### config.mk
export PLATFORM = sky130hd
export DESIGN_NAME = duc_top
export DESIGN_NICKNAME = d
export VERILOG_FILES = /design/src/rtl/duc_pkg.sv /design/src/rtl/duc_corr_if.sv /design/src/rtl/duc_corr_engine.sv /design/src/rtl/duc_top.sv
export SDC_FILE = /design/constraint.sdc
export NUM_CORES = 2
export LEC_CHECK = 0
export BUFFER_PORTS_ARGS = -buffer_cell sky130_fd_sc_hd__buf_2
export CAP_MARGIN = 5
export CORE_ASPECT_RATIO = 1.1
export CORE_UTILIZATION = 60
export DETAILED_ROUTE_END_ITERATION = 12
export GPL_ROUTABILITY_DRIVEN = 0
export HOLD_SLACK_MARGIN = 0.15
export PLACE_DENSITY = 0.78
export SLEW_MARGIN = 20
export SYNTH_ARGS = -nofsm -noshare
export SYNTH_HDL_FRONTEND = slang
export SYNTH_SLANG_ARGS = --single-unit
### constraint.sdc
create_clock -name clk_sys -period 11 [get_ports clk_sys]
set_input_delay 2.2 -clock clk_sys [delete_from_list [all_inputs] [get_ports clk_sys]]
set_output_delay 2.2 -clock clk_sys [all_outputs]
set_load 0.1 [all_outputs]
### src/rtl/duc_pkg.sv
// Shared constants for the converter update and reset control block.
// Assumes a single 25 MHz system clock; registers sit behind a parallel bus, strobe, clear and straps are ports.
package duc_pkg;
   localparam int DUC_CHANNELS = 8;
   localparam int DUC_DATA_W = 14;
   localparam int DUC_ADDR_W = 5;
   localparam int DUC_MON_W = 4;
   // Reset values
   localparam logic [13:0] DUC_RST_ZERO_CODE = 14'h0000;
   localparam logic [13:0] DUC_RST_MID_CODE = 14'h2000;
   localparam logic [13:0] DUC_RST_OFS_USB = 14'h2666;
   localparam logic [13:0] DUC_RST_OFS_BTC = 14'h0666;
   localparam logic [13:0] DUC_RST_GAIN = 14'h2000;
   localparam logic [13:0] DUC_RST_ZEROREG = 14'h0000;
   localparam logic [13:0] DUC_RST_INPUT = 14'h0000;
   // Address map of the parallel bus
   localparam logic [4:0] DUC_ADDR_CFG = 5'h00;
   localparam logic [4:0] DUC_ADDR_MON = 5'h01;
   localparam logic [4:0] DUC_ADDR_GPIO = 5'h02;
   localparam logic [4:0] DUC_ADDR_OFSA = 5'h03;
   localparam logic [4:0] DUC_ADDR_OFSB = 5'h04;
   localparam logic [1:0] DUC_ADDR_DAC_TOP = 2'h1;
   localparam logic [1:0] DUC_ADDR_ZERO_TOP = 2'h2;
   localparam logic [1:0] DUC_ADDR_GAIN_TOP = 2'h3;
   // Configuration field positions
   localparam int DUC_CFG_RDSEL = 13;
   localparam int DUC_CFG_LD = 12;
   localparam int DUC_CFG_SWRST = 11;
   localparam int DUC_CFG_CE = 8;
   localparam int DUC_CFG_BUSY = 7;
   localparam int DUC_GPIO_BIT = 13;
   // Monitor select codes: channel 0..7, then offset A/B, reference A/B
   localparam logic [3:0] DUC_MON_OFSA = 4'h8;
   localparam logic [3:0] DUC_MON_OFSB = 4'h9;
   localparam logic [3:0] DUC_MON_REFA = 4'hA;
   localparam logic [3:0] DUC_MON_REFB = 4'hB;
   // Correction engine spends this many calculate cycles per channel, then one write cycle
   localparam int DUC_CORR_CYCLES = 4;
   typedef enum logic [1:0] {DUC_ENG_IDLE, DUC_ENG_CALC, DUC_ENG_WRITE} duc_eng_e;
endpackage

### src/rtl/duc_corr_if.sv
// Carries a correction request and its result between the control block and the engine.
// Assumes both ends share clk_sys.
`timescale 1ns/1ns
interface duc_corr_if;
   logic req;
   logic [2:0] chan;
   logic [13:0] input_code;
   logic [13:0] gain_code;
   logic [13:0] zero_code;
   logic busy;
   logic done;
   logic [2:0] done_chan;
   logic [13:0] result;
   modport ctrl (output req, output chan, output input_code, output gain_code, output zero_code,
      input busy, input done, input done_chan, input result);
   modport eng (input req, input chan, input input_code, input gain_code, input zero_code,
      output busy, output done, output done_chan, output result);
endinterface

### src/rtl/duc_corr_engine.sv
// Calibration correction engine: one channel at a time, fixed latency.
// Assumes requests arrive only while busy is low.
`timescale 1ns/1ns
module duc_corr_engine
   import duc_pkg::*;
(
   input wire logic clk_sys,
   input wire logic rst_b,
   duc_corr_if.eng cor
);
   duc_eng_e state_reg;
   logic [2:0] cnt_reg;
   logic [2:0] chan_reg;
   logic [13:0] res_reg;
   logic [27:0] prod;
   logic [13:0] scaled;
   // Result = input*(gain+2^13)/2^14 + zero, wrapped to 14 bits
   assign prod = 28'(cor.input_code) * 28'({1'b0, cor.gain_code} + 15'h2000);
   assign scaled = prod[27:14];
   assign cor.busy = (state_reg != DUC_ENG_IDLE);
   assign cor.done = (state_reg == DUC_ENG_WRITE);
   assign cor.done_chan = chan_reg;
   assign cor.result = res_reg;
   always_ff @(posedge clk_sys or negedge rst_b)
   begin
      if (!rst_b)
      begin
         state_reg <= DUC_ENG_IDLE;
         cnt_reg <= 3'h0;
         chan_reg <= 3'h0;
         res_reg <= 14'h0000;
      end
      else
      begin
         unique case (state_reg)
            DUC_ENG_IDLE:
               if (cor.req)
               begin
                  state_reg <= DUC_ENG_CALC;
                  cnt_reg <= 3'(DUC_CORR_CYCLES - 1);
                  chan_reg <= cor.chan;
                  res_reg <= scaled + cor.zero_code;
               end
            DUC_ENG_CALC:
               if (cnt_reg == 3'h0)
                  state_reg <= DUC_ENG_WRITE;
               else
                  cnt_reg <= cnt_reg - 3'h1;
            DUC_ENG_WRITE:
               state_reg <= DUC_ENG_IDLE;
         endcase
      end
   end
endmodule

### src/rtl/duc_top.sv
// Update, clear and reset control of an eight-channel converter behind a parallel bus.
// Assumes bus strobes are synchronous to clk_sys; analog parts see the latch and enable outputs.
// What this block does
// - Output-mode pin floats when its bit is 1, drives low when 0.
// - Reading the pin bit returns the level present on the pin.
// - Any reset sets the pin bit to 1, pin floating.
// - While correction runs, busy flag set and busy output pulled low.
// - Busy output released once data register updates are finished.
// - Clear low forces all outputs to cleared state, buffers high impedance.
// - Load strobe pulses during clear low are ignored.
// - Synchronous mode: clear rising with strobe high keeps outputs cleared until strobe next falls.
// - Strobe held low: outputs restored to latch values when clear rises.
// - Clear leaves zero, gain, input, data registers and latches unchanged.
// - Reset loads data registers and latches with 0000h or 2000h by select and format.
// - Reset loads offset registers with 2666h straight binary or 0666h twos complement.
// - Power-on and hardware reset clear input registers to 0000h.
// - During reset input low, bus ignored and data bus high impedance.
// - After reset, outputs hold reset values and bus resumes.
// - Load mode captured at power-on from strobe level; host holds it.
// - Load reloads only channels written since previous load event.
// - Asynchronous mode: strobe ignored; latch updates on chip-select rise or engine write.
// - Synchronous mode: strobe fall or load bit updates written channels, waiting for busy clear.
// - Monitor routes selected source; high impedance when disabled.
// - Engine runs only with correction enabled; else data passes directly.
// - Reset loads gain registers with 8192 and zero registers with zero.
// - Load bit clears itself after a synchronous update.
`timescale 1ns/1ns
module duc_top
   import duc_pkg::*;
#(
   parameter int CHANNELS = DUC_CHANNELS
)
(
   input wire logic clk_sys,
   input wire logic rst_b,
   input wire logic chip_select_n,
   input wire logic read_write,
   input wire logic [DUC_ADDR_W-1:0] address_lines,
   input wire logic [DUC_DATA_W-1:0] data_bus_in,
   output logic [DUC_DATA_W-1:0] data_bus_out,
   output logic data_bus_oe,
   input wire logic load_strobe_n,
   input wire logic output_clear_n,
   input wire logic reset_level_select,
   input wire logic code_format_select,
   input wire logic gpio_in,
   output logic gpio_out,
   output logic gpio_oe,
   output logic busy_out,
   output logic busy_oe,
   output logic [DUC_DATA_W*CHANNELS-1:0] latch_codes,
   output logic [DUC_DATA_W-1:0] offset_a_code,
   output logic [DUC_DATA_W-1:0] offset_b_code,
   output logic outputs_cleared,
   output logic [DUC_MON_W-1:0] monitor_select,
   output logic monitor_enable
);
   duc_corr_if cor();
   duc_corr_engine u_eng (
      .clk_sys(clk_sys),
      .rst_b(rst_b),
      .cor(cor)
   );

   // ==========================================================
   // Storage
   logic [13:0] input_reg [CHANNELS];
   logic [13:0] data_reg [CHANNELS];
   logic [13:0] latch_reg [CHANNELS];
   logic [13:0] gain_reg [CHANNELS];
   logic [13:0] zero_reg [CHANNELS];
   logic [13:0] ofs_a_reg;
   logic [13:0] ofs_b_reg;
   logic [CHANNELS-1:0] touched_reg;
   logic [CHANNELS-1:0] pend_reg;
   logic rdsel_reg;
   logic ld_reg;
   logic ce_reg;
   logic gpio_reg;
   logic [13:0] mon_reg;
   logic sync_mode_reg;
   logic mode_taken_reg;
   logic cs_d_reg;
   logic ld_n_d_reg;
   logic clr_hold_reg;
   logic sync_wait_reg;
   logic swrst_reg;
   logic [13:0] rd_reg;

   // ==========================================================
   // Decode
   logic cs_rise;
   logic wr_now;
   logic [4:0] a_held;
   logic a_is_dac;
   logic a_is_zero;
   logic a_is_gain;
   logic [2:0] a_ch;
   logic strobe_fall;
   logic load_evt;
   logic do_sync;
   logic [13:0] rst_code;
   logic [13:0] rst_ofs;
   logic soft_rst;
   logic [2:0] pend_ch;
   logic pend_any;

   // Address and data are sampled at the first clock edge after chip-select rises
   assign cs_rise = chip_select_n && !cs_d_reg;
   assign wr_now = cs_rise && !read_write;
   assign a_held = address_lines;
   assign a_ch = a_held[2:0];
   assign a_is_dac = (a_held[4:3] == DUC_ADDR_DAC_TOP);
   assign a_is_zero = (a_held[4:3] == DUC_ADDR_ZERO_TOP);
   assign a_is_gain = (a_held[4:3] == DUC_ADDR_GAIN_TOP);
   // Strobe edges during clear are dropped
   assign strobe_fall = !load_strobe_n && ld_n_d_reg && output_clear_n;
   assign load_evt = sync_mode_reg && (strobe_fall || (wr_now && a_held == DUC_ADDR_CFG
      && data_bus_in[DUC_CFG_LD]));
   // Waits for busy clear before updating
   assign do_sync = (load_evt || sync_wait_reg) && !cor.busy && !pend_any && !wr_now;
   // Reset code table
   assign rst_code = (reset_level_select ^ code_format_select) ? DUC_RST_MID_CODE : DUC_RST_ZERO_CODE;
   assign rst_ofs = code_format_select ? DUC_RST_OFS_BTC : DUC_RST_OFS_USB;
   assign soft_rst = swrst_reg;
   assign pend_any = |pend_reg;
   always_comb
   begin
      pend_ch = 3'h0;
      for (int i = CHANNELS - 1; i >= 0; i--)
         if (pend_reg[i])
            pend_ch = 3'(i);
   end

   assign cor.req = pend_any && !cor.busy && ce_reg;
   assign cor.chan = pend_ch;
   assign cor.input_code = input_reg[pend_ch];
   assign cor.gain_code = gain_reg[pend_ch];
   assign cor.zero_code = zero_reg[pend_ch];

   // ==========================================================
   // Load mode capture at power-on
   // Strap taken on the first clock after reset release
   always_ff @(posedge clk_sys or negedge rst_b)
   begin
      if (!rst_b)
      begin
         mode_taken_reg <= 1'b0;
         sync_mode_reg <= 1'b0;
      end
      else if (!mode_taken_reg)
      begin
         mode_taken_reg <= 1'b1;
         sync_mode_reg <= load_strobe_n;
      end
   end

   // ==========================================================
   // Edge history and clear hold
   always_ff @(posedge clk_sys or negedge rst_b)
   begin
      if (!rst_b)
      begin
         cs_d_reg <= 1'b1;
         ld_n_d_reg <= 1'b1;
         clr_hold_reg <= 1'b0;
      end
      else
      begin
         cs_d_reg <= chip_select_n;
         ld_n_d_reg <= load_strobe_n;
         if (!output_clear_n)
            clr_hold_reg <= sync_mode_reg;
         else if (!load_strobe_n)
            clr_hold_reg <= 1'b0;
      end
   end

   // ==========================================================
   // Control registers
   always_ff @(posedge clk_sys or negedge rst_b)
   begin
      if (!rst_b)
      begin
         rdsel_reg <= 1'b1;
         ld_reg <= 1'b0;
         ce_reg <= 1'b0;
         gpio_reg <= 1'b1;
         mon_reg <= 14'h0000;
         swrst_reg <= 1'b0;
         sync_wait_reg <= 1'b0;
      end
      else if (soft_rst)
      begin
         rdsel_reg <= 1'b1;
         ld_reg <= 1'b0;
         ce_reg <= 1'b0;
         gpio_reg <= 1'b1;
         mon_reg <= 14'h0000;
         swrst_reg <= 1'b0;
         sync_wait_reg <= 1'b0;
      end
      else
      begin
         if (wr_now && a_held == DUC_ADDR_CFG)
         begin
            rdsel_reg <= data_bus_in[DUC_CFG_RDSEL];
            ce_reg <= data_bus_in[DUC_CFG_CE];
            swrst_reg <= data_bus_in[DUC_CFG_SWRST];
            ld_reg <= data_bus_in[DUC_CFG_LD] && sync_mode_reg;
         end
         else if (do_sync)
            ld_reg <= 1'b0;
         if (wr_now && a_held == DUC_ADDR_GPIO)
            gpio_reg <= data_bus_in[DUC_GPIO_BIT];
         if (wr_now && a_held == DUC_ADDR_MON)
            mon_reg <= data_bus_in;
         if (do_sync)
            sync_wait_reg <= 1'b0;
         else if (load_evt)
            sync_wait_reg <= 1'b1;
      end
   end

   // ==========================================================
   // Channel registers; clear input touches none of them
   always_ff @(posedge clk_sys or negedge rst_b)
   begin
      if (!rst_b)
      begin
         for (int i = 0; i < CHANNELS; i++)
         begin
            input_reg[i] <= DUC_RST_INPUT;
            data_reg[i] <= 14'h0000;
            latch_reg[i] <= 14'h0000;
            gain_reg[i] <= DUC_RST_GAIN;
            zero_reg[i] <= DUC_RST_ZEROREG;
         end
         ofs_a_reg <= 14'h0000;
         ofs_b_reg <= 14'h0000;
         touched_reg <= '0;
         pend_reg <= '0;
      end
      else if (!mode_taken_reg || soft_rst)
      begin
         // Straps loaded a cycle after release since async reset takes constants only
         for (int i = 0; i < CHANNELS; i++)
         begin
            input_reg[i] <= DUC_RST_INPUT;
            data_reg[i] <= rst_code;
            latch_reg[i] <= rst_code;
            gain_reg[i] <= DUC_RST_GAIN;
            zero_reg[i] <= DUC_RST_ZEROREG;
         end
         ofs_a_reg <= rst_ofs;
         ofs_b_reg <= rst_ofs;
         touched_reg <= '0;
         pend_reg <= '0;
      end
      else
      begin
         for (int i = 0; i < CHANNELS; i++)
         begin
            if (wr_now && a_is_dac && a_ch == 3'(i))
            begin
               input_reg[i] <= data_bus_in;
               if (ce_reg)
                  pend_reg[i] <= 1'b1;
               else
               begin
                  data_reg[i] <= data_bus_in;
                  if (!sync_mode_reg)
                     latch_reg[i] <= data_bus_in;
               end
               if (sync_mode_reg)
                  touched_reg[i] <= 1'b1;
            end
            if (cor.done && cor.done_chan == 3'(i))
            begin
               data_reg[i] <= cor.result;
               if (!sync_mode_reg)
                  latch_reg[i] <= cor.result;
            end
            if (cor.req && !cor.busy && pend_ch == 3'(i) && !(wr_now && a_is_dac && a_ch == 3'(i)))
               pend_reg[i] <= 1'b0;
            if (wr_now && a_is_zero && a_ch == 3'(i))
               zero_reg[i] <= data_bus_in;
            if (wr_now && a_is_gain && a_ch == 3'(i))
               gain_reg[i] <= data_bus_in;
            if (do_sync && touched_reg[i])
            begin
               latch_reg[i] <= data_reg[i];
               touched_reg[i] <= 1'b0;
            end
         end
         if (wr_now && a_held == DUC_ADDR_OFSA)
            ofs_a_reg <= data_bus_in;
         if (wr_now && a_held == DUC_ADDR_OFSB)
            ofs_b_reg <= data_bus_in;
      end
   end

   // ==========================================================
   // Read path
   logic [13:0] rd_next;
   always_comb
   begin
      rd_next = 14'h0000;
      if (a_held == DUC_ADDR_CFG)
      begin
         rd_next[DUC_CFG_RDSEL] = rdsel_reg;
         rd_next[DUC_CFG_LD] = ld_reg;
         rd_next[DUC_CFG_CE] = ce_reg;
         rd_next[DUC_CFG_BUSY] = cor.busy || pend_any;
      end
      else if (a_held == DUC_ADDR_MON)
         rd_next = {mon_reg[13:2], 2'b00};
      else if (a_held == DUC_ADDR_GPIO)
         rd_next[DUC_GPIO_BIT] = gpio_in;
      else if (a_held == DUC_ADDR_OFSA)
         rd_next = ofs_a_reg;
      else if (a_held == DUC_ADDR_OFSB)
         rd_next = ofs_b_reg;
      else if (a_is_dac)
         rd_next = rdsel_reg ? data_reg[a_ch] : input_reg[a_ch];
      else if (a_is_zero)
         rd_next = zero_reg[a_ch];
      else if (a_is_gain)
         rd_next = gain_reg[a_ch];
   end
   always_ff @(posedge clk_sys or negedge rst_b)
   begin
      if (!rst_b)
         rd_reg <= 14'h0000;
      else
         rd_reg <= rd_next;
   end

   // ==========================================================
   // Pins
   // Bus driven only while rst_b is high and a read is selected, so it floats throughout reset
   assign data_bus_out = rd_reg;
   assign data_bus_oe = rst_b && !chip_select_n && read_write;
   assign gpio_out = 1'b0;
   assign gpio_oe = !gpio_reg;
   assign busy_out = 1'b0;
   // Held low until every queued correction is written back
   assign busy_oe = cor.busy || pend_any;
   assign outputs_cleared = !output_clear_n || clr_hold_reg;
   assign offset_a_code = ofs_a_reg;
   assign offset_b_code = ofs_b_reg;
   // Monitor: lowest set select bit wins; none set means disabled
   logic [11:0] mon_bits;
   assign mon_bits = mon_reg[13:2];
   always_comb
   begin
      monitor_select = 4'h0;
      for (int b = 11; b >= 0; b--)
         if (mon_bits[b])
            monitor_select = (b >= 4) ? 4'(b - 4) : 4'(DUC_MON_OFSA + 4'(3 - b));
   end
   assign monitor_enable = |mon_bits;
   for (genvar g = 0; g < CHANNELS; g++)
   begin : g_latch
      assign latch_codes[g*DUC_DATA_W +: DUC_DATA_W] = latch_reg[g];
   end
endmodule

Yosys cells after proc, flatten, opt, wreduce, memory -nomap -nowiden
Index checks and enable logic that the tools add are counted.
Cells by class
  muxes and demuxes: 214
  bitwise operators: 3
  $mul: 1
  magnitude comparators: 2
  equal/unequal tests: 42
  add/sub/neg operators: 3
  reductions and logical operators: 210
Operators with widths (count)
  2-to-1 mux 14 bit: 118
  2-to-1 mux 112 bit: 5
  binary-select mux 14 bit (select 3 bit): 7
  nonzero test 3 bit: 42
  logical AND 1 bit: 79
  nonzero test 2 bit: 31
  AND reduction 2 bit: 26
  2-to-1 mux 1 bit: 51
  2-to-1 mux 4 bit: 11
  == test 3 bit, second input constant: 12
  2-to-1 mux 3 bit: 12
  multiplier 14 x 28 -> 28 bit: 1
  inequality test 3 x 1 -> 1 bit, second input constant: 8
  == test 3 x 2 -> 1 bit, second input constant: 6
  zero test 1 bit: 18
  2-to-1 mux 8 bit: 2
  adder 14 x 14 -> 15 bit, second input constant: 1
  adder 14 bit: 1
  2-to-1 mux 13 bit: 1
  zero test 3 bit: 4
  OR reduction 12 bit: 1
  == test 5 x 2 -> 1 bit, second input constant: 2
  == test 3 x 1 -> 1 bit, second input constant: 3
  >= comparator 4 bit, second input constant: 2
  18 further kinds: 31
Storage, ports and cells
  bits of input ports: 28
  output and inout bits: 165
  bits in registers: 665
  word-level logic and storage cells: 550

Logic depth before layout (Yosys ltp)
  depth after elaboration: 15
  depth in mapped cells: 45
  gate-level depth less buffers: 40

Modules after synthesis
Synthesis repeated with hierarchy kept, for this count alone.
Second synthesis, totals
  cell total of the unflattened synthesis: 4781
  area, all modules: 43883.3 um2
Modules (own cells, without submodules)
  duc_top: times used 1, sequential area each 16055.4 um2, cells an instance 3891, area each 36003.3 um2
  duc_corr_engine: times used 1, sequential area each 550.5 um2, cells an instance 890, area each 7880.1 um2

Worst setup path before layout
Ideal clock, no wire load.
  path kind: register to register
  start: register pend_reg[0]
  end: register u_eng.res_reg[12], in the netlist u_eng.cor.result[12]
  slack: 1.409 ns
  path buffers: 4
  arrival: 9.456 ns
  stages on the path, launching flop included: 42
  cell sequence: dfrtp_1 clkbuf_1 or4_1 nor2_1 clkbuf_1 buf_1 o21ai_0 a31oi_1 o21ai_0 nand2_1 clkbuf_1 nand2_1 fa_1 inv_1 fa_1 inv_1 fa_1 inv_1 [6 not listed] nand3_1 or2_2 nor4b_2 a31oi_1 xnor2_1 ha_1 fa_1 a21o_1 a21oi_1 o21bai_1 a21oi_1 o21bai_1 a21oi_1 nor2b_1 o21a_1 o41a_1 xnor2_1 o21ai_0
Between the ends
  word-level cells in the longest chain between the ends: 8
  elaborated cells between the ends (all ways): 18
RTL lines
  start: declaration: line duc_top.sv:75  | logic [CHANNELS-1:0] pend_reg;
  start signal: assignment: line duc_top.sv:242  | pend_reg <= '0;
  start signal: assignment: line duc_top.sv:258  | pend_reg <= '0;
  start signal: indexed assignment: line duc_top.sv:268  | pend_reg[i] <= 1'b1;
  2-to-1 mux 3 bit: line duc_top.sv:131  | if (pend_reg[i])
  NOT 3 -> 4 bit (not written as such): line duc_top.sv:137, duc_top.sv:138, duc_top.sv:139
  binary-select mux 14 bit (select 3 bit): line duc_top.sv:138  | assign cor.gain_code = gain_reg[pend_ch];
  2-to-1 mux 14 bit (not written as such) (2 in series): line duc_top.sv:138
  adder 14 x 14 -> 15 bit: line duc_corr_engine.sv:18  | assign prod = 28'(cor.input_code) * 28'({1'b0, cor.gain_code} + 15'h2000);
  multiplier 14 x 28 -> 28 bit: line duc_corr_engine.sv:18
  adder 14 bit: line duc_corr_engine.sv:42  | res_reg <= scaled + cor.zero_code;
  end signal: assignment: line duc_corr_engine.sv:42
  end: declaration: line duc_corr_engine.sv:14  | logic [13:0] res_reg;
Parallel ways exist; a longest one is shown, timed or not. The select of a mux whose other input is x is not followed.
A chain may end at the register's enable or synchronous reset.

Worst setup path after layout
  start: register pend_reg[2]
  end: register u_eng.res_reg[12], in the netlist u_eng.cor.result[12]
Between the ends
  word-level cells in the longest chain between the ends: 10
  elaborated cells between the ends (all ways): 20
RTL lines (line)
  2-to-1 mux 3 bit (3 in series): duc_top.sv:131
  NOT 3 -> 4 bit (not written as such): duc_top.sv:137, duc_top.sv:138, duc_top.sv:139
  binary-select mux 14 bit (select 3 bit): duc_top.sv:138
  2-to-1 mux 14 bit (not written as such) (2 in series): duc_top.sv:138
  adder 14 x 14 -> 15 bit: duc_corr_engine.sv:18
  multiplier 14 x 28 -> 28 bit: duc_corr_engine.sv:18
  adder 14 bit: duc_corr_engine.sv:42
Parallel ways exist; a longest one is shown, timed or not. The select of a mux whose other input is x is not followed.

==> metrics <==
Critical-path top delay cell=sky130_fd_sc_hd__dfrtp_1; most common flop cell mapped by yosys=sky130_fd_sc_hd__dfrtp_1; type of the most critical hold path=register to register; Syn Std Cell Area=43300 um^2; starting density of the core=0.610; ranking of synthesized cells by area=sky130_fd_sc_hd__dfrtp_1, sky130_fd_sc_hd__nand2_1, sky130_fd_sc_hd__fa_1; Setup TNS=0 ns; area share of the largest cell type after synthesis=0.376; wire length of the first global-routing pass=240000 um; count of vias placed by the detailed router=41000; number of global-route vias before repair=slightly below 40000; power per cell area=approximately 130 nW/um^2; TritonCTS Buffers=72; count of flip-flops with a built-in enable after synthesis=0; number of nets in the layout=about 5200; cell at the root of the clock tree=sky130_fd_sc_hd__clkbuf_16; insertion delay to the later sink of the worst-skew pair=0.64 ns; startpoint-to-endpoint class of the critical path=register to register; leading cell types by count after synthesis=sky130_fd_sc_hd__nand2_1, sky130_fd_sc_hd__dfrtp_1, sky130_fd_sc_hd__a21oi_1; cell with the most instances after synthesis=sky130_fd_sc_hd__nand2_1; warnings from Yosys=0; Core Footprint=between 70000 and 80000 um^2; area taken by multi-input logic gates=24400 um^2; 1st-iter DRT viols=~6500; total routing resource utilization after global routing=0.431; Max Transition Viols Final=0; WL/cell=approximately 27 um; post-route total power=6.06 mW; buffer depth of the longest clock path=3; status=finished clean; Port Buffers=190; total congestion overflow after global routing=0; first-pass iteration count of the detailed router=9; critical path required time=between 10 and 15 ns; width of the die=about 260 um; initial antenna violation count=6; clock sinks=663; standby leakage power=between 20 and 25 nW; Critical Path Fanout Max=28; Detail Placement HPWL=103000 um; Routed Wire Length=158000 um; ANT cells=0; Worst Clk Skew=between 0.02 and 0.025 ns; Crit path arrival time=10.98 ns; number of top-level pins=193; Util after Layout=0.667; residual DRC count=0; transition time at the pin with the least slew margin=approximately 1.2 ns; floorplan row count=just over 100; clock tree from TritonCTS=yes; post-CTS setup-driven buffer insertion count=0; startpoint type of the worst setup path=register; Fillers=between 5000 and 6000; setup violators final=0; die footprint=between 70000 and 80000 um^2; peak supply drop=120 uV; Clk pin slew, worst setup/hold paths=roughly 0.07 ns; highest clock rate=about 95 MHz; maximum number of pins on one net before global-route repair=220; final critical path time including I/O delays and setup=approximately 10 ns; most area-hungry cell type in the Yosys netlist=sky130_fd_sc_hd__dfrtp_1; vias per cell=~6.9; area grow syn2layout=9.34%; Synth Register Bits=approximately 660; reported max-cap violation count=0; Tcrit/Tclk final=0.953; Register Area=approximately 17000 um^2; Gate Count Post-Synth=about 5000; Chip Height=284 um; Seq/Total Area, Yosys=0.383; Hold Fails Final Rpt=0; sort of element at the end of the critical path=register; setup repair after global routing missed its margin=no; Max-Slew Margin vs Limit=0.183; distinct cell type count of the synthesized netlist=between 70 and 80; synthesized area per cell=8.62 um^2; CTS Hold Buffers Added=0; number of H-tree levels=3; count of antenna-violating nets left after detailed routing=0; CP peak stage delay=between 0.6 and 0.7 ns; dominant cell type by count on the critical path=sky130_fd_sc_hd__fa_1; async set or reset register ratio after synthesis=1.00; share of cells above drive strength 1=0.125
report_power, final:
part / switching (mW) / internal, mW
sequential: 0.102 / 2.51
combinational: 0.619 / 0.191
clock: 1.08 / 1.55
total: 1.80 / 4.25
metal layers:
| layer | vias to the layer above | global-route usage | part of all wire |
|---|---|---|---|
| met5 | - | 0 | 0.00051 |
| met4 | 12 | 0.293 | 0.084 |
| met3 | 871 | 0.150 | 0.16 |
| met2 | 3426 | 0.616 | 0.42 |
| met1 | 19600 | 0.552 | 0.34 |
| li1 | 17100 | - | - |
critical path, delay by kind of cell, from the launching register on:
family	cells	cell delay [ns]
adder cells (fa/ha/maj)	9	4.03
AO/OA/AOI/OAI	14	2.74
AND/OR/NAND/NOR	7	1.64
buffers and inverters	8	0.92
flip-flops	1	0.61
XOR/XNOR	2	0.38
per-stage QoR:
stage / hold WS (ns) / cells / cell area (um^2) / setup WS, ns
4_1_cts: 0.498 / 5946 / 47300 / 0.675
6_report: 0.499 / 5946 / 47400 / 0.516
3_5_place_dp: 0.488 / 5818 / 44800 / 0.723
3_3_place_gp: 0.476 / 5818 / 44800 / 0.905
2_1_floorplan: 0.466 / 5030 / 43300 / 1.41
5_1_grt: 0.520 / 5946 / 47400 / 0.00197
cell families (layout without fill, tap and decap cells):
group / count (synthesis) / in the layout / share of synthesized area
DFF: 663 / 663 / 0.383
other: 2 / 6 / 0.000173
xor gates and xnor gates: 28 / 28 / 0.00566
AOI/OAI and AO/OA: 1261 / 1261 / 0.177
buffers and inverters: 661 / 641 / 0.0580
muxes: 281 / 281 / 0.104
adders and majority gates: 253 / 253 / 0.0994
and+or+nand+nor: 1877 / 1877 / 0.172
worst paths after layout:
kind,startpoint,end,slack (ns),depth (start not counted)
setup / recovery,pend_reg[2]$_DFFE_PN0P_,u_eng.cor.result[12]$_DFFE_PN0P_,0.52,40
hold reg to reg,gain_reg[97]$_DFFE_PN1P_,gain_reg[97]$_DFFE_PN1P_,0.50,2
min in group asynchronous,rst_b,offset_a_code[4]$_DFFE_PN0P_,1.43,1
setup reg to reg,pend_reg[2]$_DFFE_PN0P_,u_eng.cor.result[12]$_DFFE_PN0P_,0.52,40
max in group asynchronous,rst_b,latch_codes[65]$_DFF_PN0_,6.79,4
hold / removal,gain_reg[97]$_DFFE_PN1P_,gain_reg[97]$_DFFE_PN1P_,0.50,2
area by class of cell:
class                           instances  area share
Tap cell                              936      0.0247
Timing Repair Buffer                  315      0.0410
Multi-Input combinational cell       3706       0.515
Clock buffer                          106      0.0453
Inverter                              198      0.0157
Clock inverter                         22     0.00795
Sequential cell                       663       0.351
what timing repair did:
item                                    CTS  global route
endpoints found under the hold margin     0             0
resized for setup                         0             0
endpoints found under the setup margin    0             1
cell usage in the layout (no fill, tap or decap), drive strengths merged, types with 12 or more instances in the layout:
| cell | instances |
|---|---|
| fa | 152 |
| a31oi | 72 |
| a22oi | 25 |
| mux4 | 133 |
| a21oi | 544 |
| o21a | 14 |
| nor2b | 13 |
| nor3 | 30 |
| buf | 314 |
| o21ai | 260 |
| clkbuf | 107 |
| and2 | 29 |
| mux2 | 15 |
| ha | 101 |
| nor2 | 341 |
| dfrtp | 651 |
| mux2i | 133 |
| a21o | 14 |
| nand2 | 1348 |
| a221oi | 14 |
| xnor2 | 20 |
| a311oi | 112 |
| inv | 200 |
| a221o | 13 |
| nand2b | 24 |
| o31ai | 109 |
| nand3 | 42 |
| dfstp | 12 |
| o211ai | 18 |
Power figures use the tool's default switching activity.
